<file path="src/rtc_map.svh">
// register addresses, bit positions, bcd limits and timing counts of the clock core
`ifndef RTC_MAP_SVH
`define RTC_MAP_SVH
// register addresses on the internal register port
`define RTC_A_CTRL1 8'h00
`define RTC_A_CTRL2 8'h01
`define RTC_A_SEC 8'h02
`define RTC_A_MIN 8'h03
`define RTC_A_HOUR 8'h04
`define RTC_A_ALM_MIN 8'h09
`define RTC_A_ALM_WDAY 8'h0c
`define RTC_A_SQW 8'h0d
`define RTC_A_TCTRL 8'h0e
`define RTC_A_TVAL 8'h0f
// bit positions
`define RTC_B_TEST 7
`define RTC_B_STOP 5
`define RTC_B_POR_OVERRIDE_PERMIT 3
`define RTC_B_TP 4
`define RTC_B_AF 3
`define RTC_B_TF 2
`define RTC_B_AIE 1
`define RTC_B_TIE 0
`define RTC_B_TOP 7
// bcd limits
`define RTC_BCD_59 7'h59
`define RTC_BCD_23 7'h23
`define RTC_BCD_9 4'h9
// divider chain: 512 crystal ticks per 64 Hz tick, second at prescaler 31 -> 32
`define RTC_DIV_MAX 9'h1ff
`define RTC_DIV_4K_MAX 3'h7
`define RTC_PRE_HALF 6'h1f
// low pulse widths in crystal ticks (1/8192, 1/4096, 1/128, 1/64 s)
`define RTC_PW_8192 10'h004
`define RTC_PW_4096 10'h008
`define RTC_PW_128 10'h100
`define RTC_PW_64 10'h200
// oscillator watchdog: time without a crystal edge before the fail flag sets
`define RTC_OSC_FAIL_US 1000
`define RTC_CLK_MHZ 40
`endif

</file>
<file path="src/rtc_pkg.sv">
// types shared by the clock core
package rtc_pkg;
    // timer source select encoding, in field order
    typedef enum logic [1:0] {SRC_4096, SRC_64, SRC_1, SRC_60} rtc_src_t;
    // one access on the register port
    typedef struct packed {
        logic wr;
        logic rd;
        logic [7:0] addr;
        logic [7:0] wdata;
    } rtc_bus_req_t;
    // software control bits
    typedef struct packed {
        logic test;
        logic stop;
        logic por_override_permit;
        logic tp;
        logic alarm_irq_enable;
        logic countdown_irq_enable;
        logic square_out_enable;
        logic [1:0] rs;
        logic te;
        logic [1:0] td;
    } rtc_ctrl_t;
endpackage

</file>
<file path="src/rtc_core.sv">
// timekeeping, countdown timer, alarm flag, interrupt and square-wave logic of the clock
`include "rtc_map.svh"

module rtc_core #(
    // cycles without a crystal edge before the fail flag sets
    parameter int OSC_FAIL_CYCLES = `RTC_OSC_FAIL_US * `RTC_CLK_MHZ
) (
    // clock and reset
    input wire logic sys_clk,
    input wire logic rst_n,
    // register port from the serial interface logic
    input wire rtc_pkg::rtc_bus_req_t bus_req,
    output logic [7:0] rd_data_q,
    // crystal level, asynchronous
    input wire logic xtal_i,
    // calendar digits kept outside this block
    input wire logic [5:0] cal_date,
    input wire logic [2:0] cal_weekday,
    output logic day_carry_q,
    // open-drain interrupt pin, active low
    output logic int_n_o_q,
    output logic int_n_oe_q,
    // square-wave pin, two-way
    input wire logic sq_i,
    output logic sq_o_q,
    output logic sq_oe_q,
    // power-on reset override permission
    output logic por_override_permit_q
);

    ////////////////////////////////////////////////////////////////////////////
    // functions

    // bcd increment with wrap at top; msb of the result is the wrap carry
    function automatic logic [7:0] bcd_inc(input logic [6:0] v, input logic [6:0] top);
        logic [7:0] r;
        r = {1'b0, v};
        if (v == top) begin
            r = 8'h80;
        end else if (v[3:0] == `RTC_BCD_9) begin
            r = {1'b0, 3'(v[6:4] + 3'h1), 4'h0};
        end else begin
            r = {1'b0, 7'(v + 7'h01)};
        end
        return r;
    endfunction

    // register write strobe for one address
    function automatic logic wr_hit(input rtc_pkg::rtc_bus_req_t q, input logic [7:0] a);
        return q.wr && (q.addr == a);
    endfunction

    ////////////////////////////////////////////////////////////////////////////
    // pin synchronisers

    logic [2:0] xs_q; // crystal sampler, [0] feeds [1] only
    logic [2:0] ss_q; // square pin sampler, [0] feeds [1] only
    logic x_lvl_q; // accepted crystal level
    logic s_lvl_q; // accepted square pin level
    wire x_agree = (xs_q[1] == xs_q[2]);
    wire s_agree = (ss_q[1] == ss_q[2]);
    wire x_rise = x_agree && xs_q[2] && !x_lvl_q;
    wire s_rise = s_agree && ss_q[2] && !s_lvl_q;

    // three-stage sampling; a change counts once stages two and three agree
    always_ff @(posedge sys_clk or negedge rst_n) begin
        if (!rst_n) begin
            xs_q <= 3'h0;
            ss_q <= 3'h0;
            x_lvl_q <= 1'b0;
            s_lvl_q <= 1'b0;
        end else begin
            xs_q <= {xs_q[1:0], xtal_i};
            ss_q <= {ss_q[1:0], sq_i};
            x_lvl_q <= x_agree ? xs_q[2] : x_lvl_q;
            s_lvl_q <= s_agree ? ss_q[2] : s_lvl_q;
        end
    end

    ////////////////////////////////////////////////////////////////////////////
    // control registers

    rtc_pkg::rtc_ctrl_t ctrl_q;
    rtc_pkg::rtc_ctrl_t ctrl_d;
    rtc_pkg::rtc_bus_req_t rq;
    assign rq = bus_req;
    wire w_c1 = wr_hit(rq, `RTC_A_CTRL1);
    wire w_c2 = wr_hit(rq, `RTC_A_CTRL2);
    wire w_sqw = wr_hit(rq, `RTC_A_SQW);
    wire w_tc = wr_hit(rq, `RTC_A_TCTRL);
    wire w_tv = wr_hit(rq, `RTC_A_TVAL);
    wire w_sec = wr_hit(rq, `RTC_A_SEC);
    wire w_min = wr_hit(rq, `RTC_A_MIN);
    wire w_hr = wr_hit(rq, `RTC_A_HOUR);

    // next control value: each field loads from its own register write
    always_comb begin
        ctrl_d = ctrl_q;
        if (w_c1) begin
            ctrl_d.test = rq.wdata[`RTC_B_TEST];
            ctrl_d.stop = rq.wdata[`RTC_B_STOP];
            ctrl_d.por_override_permit = rq.wdata[`RTC_B_POR_OVERRIDE_PERMIT];
        end
        if (w_c2) begin
            ctrl_d.tp = rq.wdata[`RTC_B_TP];
            ctrl_d.alarm_irq_enable = rq.wdata[`RTC_B_AIE];
            ctrl_d.countdown_irq_enable = rq.wdata[`RTC_B_TIE];
        end
        if (w_sqw) begin
            ctrl_d.square_out_enable = rq.wdata[`RTC_B_TOP];
            ctrl_d.rs = rq.wdata[1:0];
        end
        if (w_tc) begin
            ctrl_d.te = rq.wdata[`RTC_B_TOP];
            ctrl_d.td = rq.wdata[1:0];
        end
    end

    // control reset: square enable, source 11 and override permit come up set
    always_ff @(posedge sys_clk or negedge rst_n) begin
        if (!rst_n) begin
            ctrl_q <= '{test: 1'b0, stop: 1'b0, por_override_permit: 1'b1, tp: 1'b0, alarm_irq_enable: 1'b0,
                        countdown_irq_enable: 1'b0, square_out_enable: 1'b1, rs: 2'h0, te: 1'b0, td: 2'h3};
        end else begin
            ctrl_q <= ctrl_d;
        end
    end

    ////////////////////////////////////////////////////////////////////////////
    // divider chain and prescaler

    logic [8:0] div_q; // crystal ticks within one 64 Hz period
    logic [5:0] pre_q; // 64 Hz ticks within one second
    // external edges replace the internal 64 Hz tick in test mode
    wire tick64 = ctrl_q.test ? s_rise : (x_rise && (div_q == `RTC_DIV_MAX));
    wire tick4k = x_rise && (div_q[2:0] == `RTC_DIV_4K_MAX) && !ctrl_q.stop;
    // second falls at 31 -> 32, so the first one after a halt needs 32 ticks
    wire tick1 = tick64 && (pre_q == `RTC_PRE_HALF) && !ctrl_q.stop;

    // halt holds the whole chain at zero; the crystal keeps running
    always_ff @(posedge sys_clk or negedge rst_n) begin
        if (!rst_n) begin
            div_q <= 9'h000;
            pre_q <= 6'h00;
        end else if (ctrl_q.stop) begin
            div_q <= 9'h000;
            pre_q <= 6'h00;
        end else begin
            div_q <= x_rise ? 9'(div_q + 9'h001) : div_q;
            pre_q <= tick64 ? 6'(pre_q + 6'h01) : pre_q;
        end
    end

    ////////////////////////////////////////////////////////////////////////////
    // time counters

    logic [6:0] sec_q;
    logic [6:0] min_q;
    logic [5:0] hour_q;
    logic osf_q; // oscillator fail flag
    wire [7:0] sec_n = bcd_inc(sec_q, `RTC_BCD_59);
    wire [7:0] min_n = bcd_inc(min_q, `RTC_BCD_59);
    wire [7:0] hour_n = bcd_inc({1'b0, hour_q}, `RTC_BCD_23);
    wire min_step = tick1 && sec_n[7];
    wire hour_step = min_step && min_n[7];
    wire day_step = hour_step && hour_n[7];

    // bcd chain; a host write wins over a step
    always_ff @(posedge sys_clk or negedge rst_n) begin
        if (!rst_n) begin
            sec_q <= 7'h00;
            min_q <= 7'h00;
            hour_q <= 6'h00;
            day_carry_q <= 1'b0;
        end else begin
            sec_q <= w_sec ? rq.wdata[6:0] : (tick1 ? sec_n[6:0] : sec_q);
            min_q <= w_min ? rq.wdata[6:0] : (min_step ? min_n[6:0] : min_q);
            hour_q <= w_hr ? rq.wdata[5:0] : (hour_step ? hour_n[5:0] : hour_q);
            day_carry_q <= day_step;
        end
    end

    // watchdog on crystal edges; a stalled crystal sets the fail flag
    logic [31:0] osc_cnt_q;
    wire osc_fail = (osc_cnt_q >= 32'(OSC_FAIL_CYCLES));

    // fail flag resets to 1, a detected stall beats a host clear
    always_ff @(posedge sys_clk or negedge rst_n) begin
        if (!rst_n) begin
            osc_cnt_q <= 32'h0;
            osf_q <= 1'b1;
        end else begin
            osc_cnt_q <= (x_rise || osc_fail) ? 32'h0 : 32'(osc_cnt_q + 32'h1);
            osf_q <= osc_fail || (w_sec ? rq.wdata[`RTC_B_TOP] : osf_q);
        end
    end

    ////////////////////////////////////////////////////////////////////////////
    // countdown timer

    logic [7:0] tload_q; // software-loaded period n
    logic [7:0] tcnt_q; // current count
    logic tf_q;
    logic tf_d;
    logic src_tick;
    rtc_pkg::rtc_src_t src;
    assign src = rtc_pkg::rtc_src_t'(ctrl_q.td);

    always_comb begin
        unique case (src)
            rtc_pkg::SRC_4096: src_tick = tick4k;
            rtc_pkg::SRC_64: src_tick = tick64 && !ctrl_q.stop;
            rtc_pkg::SRC_1: src_tick = tick1;
            rtc_pkg::SRC_60: src_tick = min_step;
        endcase
    end

    // steps only while enabled; n of zero stops the timer
    wire tmr_step = ctrl_q.te && src_tick && (tload_q != 8'h00);
    wire tmr_end = tmr_step && (tcnt_q <= 8'h01);
    // write 0 clears, write 1 leaves it; a new period end wins
    wire tf_clr = w_c2 && !rq.wdata[`RTC_B_TF];
    // flag set at each period end
    assign tf_d = tmr_end || (tf_q && !tf_clr);

    // loading the period also restarts the count
    always_ff @(posedge sys_clk or negedge rst_n) begin
        if (!rst_n) begin
            tload_q <= 8'h00;
            tcnt_q <= 8'h00;
            tf_q <= 1'b0;
        end else begin
            tload_q <= w_tv ? rq.wdata : tload_q;
            tcnt_q <= w_tv ? rq.wdata : (tmr_end ? tload_q
                      : (tmr_step ? 8'(tcnt_q - 8'h01) : tcnt_q));
            tf_q <= tf_d;
        end
    end

    // low pulse width in crystal ticks; fast sources halve it for n of 1
    logic [9:0] pw_q;
    wire n_one = (tload_q == 8'h01);
    wire [9:0] pw_len = (src == rtc_pkg::SRC_4096) ? (n_one ? `RTC_PW_8192 : `RTC_PW_4096)
                      : (src == rtc_pkg::SRC_64) ? (n_one ? `RTC_PW_128 : `RTC_PW_64)
                      : `RTC_PW_64;
    wire [9:0] pw_d = (tmr_end && ctrl_q.tp) ? pw_len
                    : ((x_rise && pw_q != 10'h000) ? 10'(pw_q - 10'h001) : pw_q);

    // pulse length counter runs on the crystal, which a halt does not stop
    always_ff @(posedge sys_clk or negedge rst_n) begin
        if (!rst_n) begin
            pw_q <= 10'h000;
        end else begin
            pw_q <= pw_d;
        end
    end

    ////////////////////////////////////////////////////////////////////////////
    // alarm compare

    logic [7:0] alm_q [0:3]; // minute, hour, date, weekday with disable in bit 7
    logic match_q;
    logic af_q;
    wire [3:0] alm_hit;
    assign alm_hit[0] = alm_q[0][`RTC_B_TOP] || (alm_q[0][6:0] == min_q);
    assign alm_hit[1] = alm_q[1][`RTC_B_TOP] || (alm_q[1][5:0] == hour_q);
    assign alm_hit[2] = alm_q[2][`RTC_B_TOP] || (alm_q[2][5:0] == cal_date);
    assign alm_hit[3] = alm_q[3][`RTC_B_TOP] || (alm_q[3][2:0] == cal_weekday);
    wire any_en = !(alm_q[0][7] && alm_q[1][7] && alm_q[2][7] && alm_q[3][7]);
    wire match = any_en && (&alm_hit);
    // only a fresh match sets the flag again
    wire alm_rise = match && !match_q;
    // write 0 clears, write 1 leaves it; a fresh match wins
    wire af_d = alm_rise || (af_q && !(w_c2 && !rq.wdata[`RTC_B_AF]));

    // alarm registers reset with every field disabled
    always_ff @(posedge sys_clk or negedge rst_n) begin
        if (!rst_n) begin
            for (int i = 0; i < 4; i++) begin
                alm_q[i] <= 8'h80;
            end
            match_q <= 1'b0;
            af_q <= 1'b0;
        end else begin
            for (int i = 0; i < 4; i++) begin
                if (wr_hit(rq, 8'(`RTC_A_ALM_MIN + i))) begin
                    alm_q[i] <= rq.wdata;
                end
            end
            match_q <= match;
            af_q <= af_d;
        end
    end

    ////////////////////////////////////////////////////////////////////////////
    // pins

    // level mode follows the flag, pulse mode uses the counter
    wire tmr_irq = ctrl_q.countdown_irq_enable && (ctrl_q.tp ? (pw_d != 10'h000) : tf_d);
    // both enabled sources share the one pin
    wire int_act = tmr_irq || (ctrl_q.alarm_irq_enable && af_d);
    // rate select; 32768 Hz comes straight off the crystal
    wire sq_wave = (ctrl_q.rs == 2'h0) ? x_lvl_q : (ctrl_q.rs == 2'h1) ? div_q[4]
                 : (ctrl_q.rs == 2'h2) ? pre_q[0] : pre_q[5];

    // pins registered so they change together with the flags
    always_ff @(posedge sys_clk or negedge rst_n) begin
        if (!rst_n) begin
            int_n_o_q <= 1'b0;
            int_n_oe_q <= 1'b0;
            sq_o_q <= 1'b0;
            sq_oe_q <= 1'b0;
            por_override_permit_q <= 1'b1;
        end else begin
            int_n_o_q <= 1'b0;
            int_n_oe_q <= int_act;
            sq_o_q <= sq_wave;
            // float when disabled or used as test input
            sq_oe_q <= ctrl_d.square_out_enable && !ctrl_d.test;
            por_override_permit_q <= ctrl_d.por_override_permit;
        end
    end

    ////////////////////////////////////////////////////////////////////////////
    // register read

    logic [7:0] rd_mux;
    // unmapped and calendar addresses read as zero
    always_comb begin
        rd_mux = 8'h00;
        case (rq.addr)
            `RTC_A_CTRL1: rd_mux = {ctrl_q.test, 1'b0, ctrl_q.stop, 1'b0, ctrl_q.por_override_permit, 3'h0};
            `RTC_A_CTRL2: rd_mux = {3'h0, ctrl_q.tp, af_q, tf_q, ctrl_q.alarm_irq_enable, ctrl_q.countdown_irq_enable};
            `RTC_A_SEC: rd_mux = {osf_q, sec_q};
            `RTC_A_MIN: rd_mux = {1'b0, min_q};
            `RTC_A_HOUR: rd_mux = {2'h0, hour_q};
            `RTC_A_SQW: rd_mux = {ctrl_q.square_out_enable, 5'h00, ctrl_q.rs};
            `RTC_A_TCTRL: rd_mux = {ctrl_q.te, 5'h00, ctrl_q.td};
            `RTC_A_TVAL: rd_mux = tcnt_q;
            default: begin
                if (rq.addr >= `RTC_A_ALM_MIN && rq.addr <= `RTC_A_ALM_WDAY) begin
                    rd_mux = alm_q[2'(rq.addr - `RTC_A_ALM_MIN)];
                end
            end
        endcase
    end

    // read data held until the next read strobe
    always_ff @(posedge sys_clk or negedge rst_n) begin
        if (!rst_n) begin
            rd_data_q <= 8'h00;
        end else if (rq.rd) begin
            rd_data_q <= rd_mux;
        end
    end
endmodule // rtc_core

</file>
<file path="config.mk">
export PLATFORM = sky130hd
export DESIGN_NAME = rtc_core
export DESIGN_NICKNAME = d
export VERILOG_FILES = /design/src/rtc_pkg.sv /design/src/rtc_core.sv
export VERILOG_INCLUDE_DIRS = /design/src
export SDC_FILE = /design/constraint.sdc
export NUM_CORES = 1
export LEC_CHECK = 0
export ABC_AREA = 1
export BUFFER_PORTS_ARGS = -buffer_cell sky130_fd_sc_hd__buf_2
export CAP_MARGIN = 20
export CORE_ASPECT_RATIO = 1.4
export CORE_UTILIZATION = 45
export DETAILED_ROUTE_END_ITERATION = 6
export PLACE_DENSITY_LB_ADDON = 0.05
export RECOVER_POWER = 25
export SLEW_MARGIN = 20
export SYNTH_ARGS = -nofsm -noshare
export SYNTH_HDL_FRONTEND = slang
export SYNTH_SLANG_ARGS = --single-unit
</file>
<file path="constraint.sdc">
create_clock -name sys_clk -period 2.8 [get_ports sys_clk]
set_clock_uncertainty 0.2 [all_clocks]
set_input_delay 0.7 -clock sys_clk [delete_from_list [all_inputs] [get_ports sys_clk]]
set_output_delay 0.7 -clock sys_clk [all_outputs]
set_load 0.03 [all_outputs]
</file>
==> flow_summary_export.csv <==
group,metric,value,unit
grt,grt_use_total,0.2535,
sta,rsz0062_at_grt,"true",
worst_setup_path,cpMaxStageDelayCell,"dfrtp_1",
logic_synthesis,synth_top_cell_by_area,"dfrtp_1",
floorplan,row_count,59,
logic_synthesis,async_flop_share,1.000,
logic_synthesis,synthesis.area,8536,µm²
worst_hold_path,hold_depth,0,
worst_setup_path,r2r_setup_slack,0.15,ns
clock_tree,clockRootBuffer,"clkbuf_16",
floorplan,start_util,0.4588,
layout,utilization,0.5455,
sta,tns,0,ns
clock_tree,clock-sinks,161,
placed_design,dpl.hpwl,17690,µm
sta,worst_pin_slew,0.8792,ns
worst_setup_path,r2r-end,"tcnt_q[5]$_DFFE_PN0P_",
clock_tree,clk_latency,0.43,ns
clock_tree,cts_inserted_buffers,17,
worst_setup_path,crit_path_start_kind,"flip-flop",
power,peakVddDrop,0.0003571,V
grt,grt_pass1_vias,7160,
sta,period_minus_slack,2.648,ns
clock_tree,cts-htree-levels,4,
routing,dr.pass1.iters,4,
floorplan,ios,45,
job,maxCapViolCount,0,
worst_setup_path,critical_path.max_fanout,6,
worst_setup_path,r2r.worst_path.cells,19,
worst_setup_path,path_cells,"ha_2 > nand2_2 > inv_2 > nand2_2 > nor3_2 > ha_2 > inv_2 > nor2_2 > nand2_2 > nand3_2 > nand2_2 > a21oi_4 > nand3_4 > buf_12 > buf_8 > nand3_2 > o211ai_1 > nand2_1 > o21ai_1",
power,p_leak,4.778,nW
clock_tree,clockBufferDepth,2,
worst_setup_path,cpPeakStageDelay,0.35,ns
clock_tree,cts_tree,"yes",
layout,area_growth,18.89,%
worst_hold_path,worst_hold_path.endpoint,"ss_q[1]$_DFF_PN0_",
sta,finalCritPeriodShare,0.9458,
routing,ant_nets,0,
grt,grt_max_degree,48,
logic_synthesis,synthCells,1048,
routing,drc,0,
logic_synthesis,ys_top_cells_by_count,"nand2_1 (198), dfrtp_1 (152), inv_1 (133), nor2_1 (113), o21ai_0 (103)",
logic_synthesis,synth-edff-count,0,
placed_design,port_buffers,43,
worst_setup_path,cp_data_required_time,2.92,ns
worst_hold_path,min_from,"ss_q[0]$_DFF_PN0_",
placed_design,place.gp.congestion,1.013,
sta,max-slew-margin-rel,0.4139,
logic_synthesis,yosysWarnings,0,
sta,hold_viol,0,
logic_synthesis,ys.flop_type,"dfrtp_1",
routing,drt_iter0_markers,527,
sta,fin_ws,0.1518,ns
floorplan,dieArea,19530,µm²
worst_setup_path,crit_path_frequent_cell,"nand2_2",
logic_synthesis,synth_seq_cells,161,
sta,setup_viol,0,
logic_synthesis,avgSynthCellArea,8.145,µm²
floorplan,dieWidth,118.4,µm
logic_synthesis,synthMostInstantiatedCell,"nand2_1",
worst_setup_path,crit_type,"flip-flop to flip-flop",
routing,wl_per_cell,16.83,µm
worst_hold_path,hold_path.class,"flip-flop to flip-flop",
worst_setup_path,r2r_start,"div_q[0]$_DFFE_PN0P_",
grt,grt_pass1_wl,37540,µm
worst_setup_path,crit_arrival,2.77,ns
placed_design,dp_slack,0.03872,ns
layout,nets,1210,
logic_synthesis,synth_cell_types,53,
grt,grt_remaining_overflow,0,
floorplan,core,18600,µm²
routing,routed_via_density,5.290,
logic_synthesis,synth.top_cell.area_share,0.4456,
power,p_per_area,535.5,nW/µm²
layout,layout-drive-gt1-share,0.1577,
grt,antenna_found_initial,0,
sta,fmax,0.3776,GHz
status,status,"completed",
routing,vias,7469,
logic_synthesis,ys_seq_area_frac,0.4733,
sta,timing.final.max_slew_violations,0,
clock_tree,path_clk_slew,0.07,ns
worst_setup_path,cp-end-kind,"flip-flop",
floorplan,fp.dieH,165.0,µm
routing,drt-total-wl,23760,µm
logic_synthesis,synthTopCellsByArea,"dfrtp_1 (45%), nand2_1 (8.7%), o21ai_0 (6.0%)",
[how the worst max path moves through the flow]
| stage | from | to | slack, ns |
|---|---|---|---|
| after floorplan | bus_req[8] | sec_q[3]$_DFFE_PN0P_ | 0.05 |
| after global placement | div_q[0]$_DFFE_PN0P_ | hour_q[1]$_DFFE_PN0P_ | 0.08 |
| after detailed placement | div_q[0]$_DFFE_PN0P_ | hour_q[1]$_DFFE_PN0P_ | 0.04 |
| after CTS | div_q[3]$_DFFE_PN0P_ | hour_q[1]$_DFFE_PN0P_ | 0.03 |
| after global routing | div_q[1]$_DFFE_PN0P_ | int_n_oe_q$_DFF_PN0_ | -0.1 |
| final | div_q[0]$_DFFE_PN0P_ | tcnt_q[5]$_DFFE_PN0P_ | 0.15 |
[cells in the final DEF (no fill, tap or decap), types with 23 or more instances in the layout]
cell type / instances
nand2_1: 192
dfrtp_1: 152
inv_1: 130
nor2_1: 104
o21ai_0: 99
nand3_1: 51
a21oi_1: 51
buf_2: 42
buf_4: 41
ha_1: 23
[report_power, final]
part / internal [mW] / leakage (nW) / switching [mW]
clock: 1.15 / 0.254 / 1.02
combinational: 0.243 / 2.45 / 0.405
sequential: 2.47 / 2.07 / 0.139
[cell families after synthesis]
logic type | after synthesis | share of synthesized area
multiplexers | 1 | 0.001319
XOR/XNOR | 33 | 0.03386
AO/OA/AOI/OAI | 226 | 0.1555
buffers and inverters | 159 | 0.07212
adder cells (fa/ha/maj) | 25 | 0.03665
other | 1 | 0.0004393
AND/OR/NAND/NOR | 442 | 0.2268
flip-flops | 161 | 0.4733
[registers in the layout, summed over array words and instances, names as in the netlist, 2 cells and up]
name / cells
alm_q: 32
ctrl_q: 9
div_q: 9
hour_q: 6
min_q: 7
osc_cnt_q: 32
pre_q: 6
pw_q: 10
rd_data_q: 8
sec_q: 7
src: 2
ss_q: 3
tcnt_q: 8
tload_q: 8
xs_q: 3
[metrics by stage]
| step | area, µm² | hold slack, ns | cells | power, mW |
|---|---|---|---|---|
| after floorplan | 8597 | 0.1312 | 1064 | 3.000 |
| after global placement | 9328 | 0.1332 | 1367 | 3.256 |
| after detailed placement | 9328 | 0.1379 | 1367 | 3.264 |
| after CTS | 9874 | 0.1506 | 1400 | 5.447 |
| after global routing | 10150 | 0.1494 | 1411 | 5.689 |
| final | 10150 | 0.1486 | 1412 | 5.434 |
[cell type report]
class | instances | area [µm²]
Timing Repair Buffer | 90 | 633.1
Tap cell | 244 | 305.3
Timing Repair inverter | 1 | 7.507
Inverter | 138 | 520.5
Fill cell | 1800 | 8454
Clock inverter | 12 | 100.1
Sequential cell | 161 | 4040
Clock buffer | 20 | 436.7
Antenna cell | 1 | 2.502
Multi-Input combinational cell | 745 | 4103
[worst max-delay path, delay by kind of cell (launching register included)]
family	cells	cell delay, ns
adder cells (fa/ha/maj)	2	0.39
AND/OR/NAND/NOR	10	0.79
buffers and inverters	4	0.37
AO/OA/AOI/OAI	3	0.43
flip-flops	1	0.35
[routing by layer]
layer,vias up,track usage,routed length (µm)
met2,156,0.4578,12340
met5,-,0,0
met4,0,0.1214,807
met1,3550,0.2932,9869
li1,3720,-,-
met3,43,0.04109,744
[timing repair]
item / CTS / global route
buffers inserted: 0 / 8
setup endpoints to repair: 0 / 21
hold endpoints to repair: 26 / 0
hold buffers: 1 / 0
gates resized for setup: 0 / 46
No activity file was read; power rests on OpenSTA's default activity.
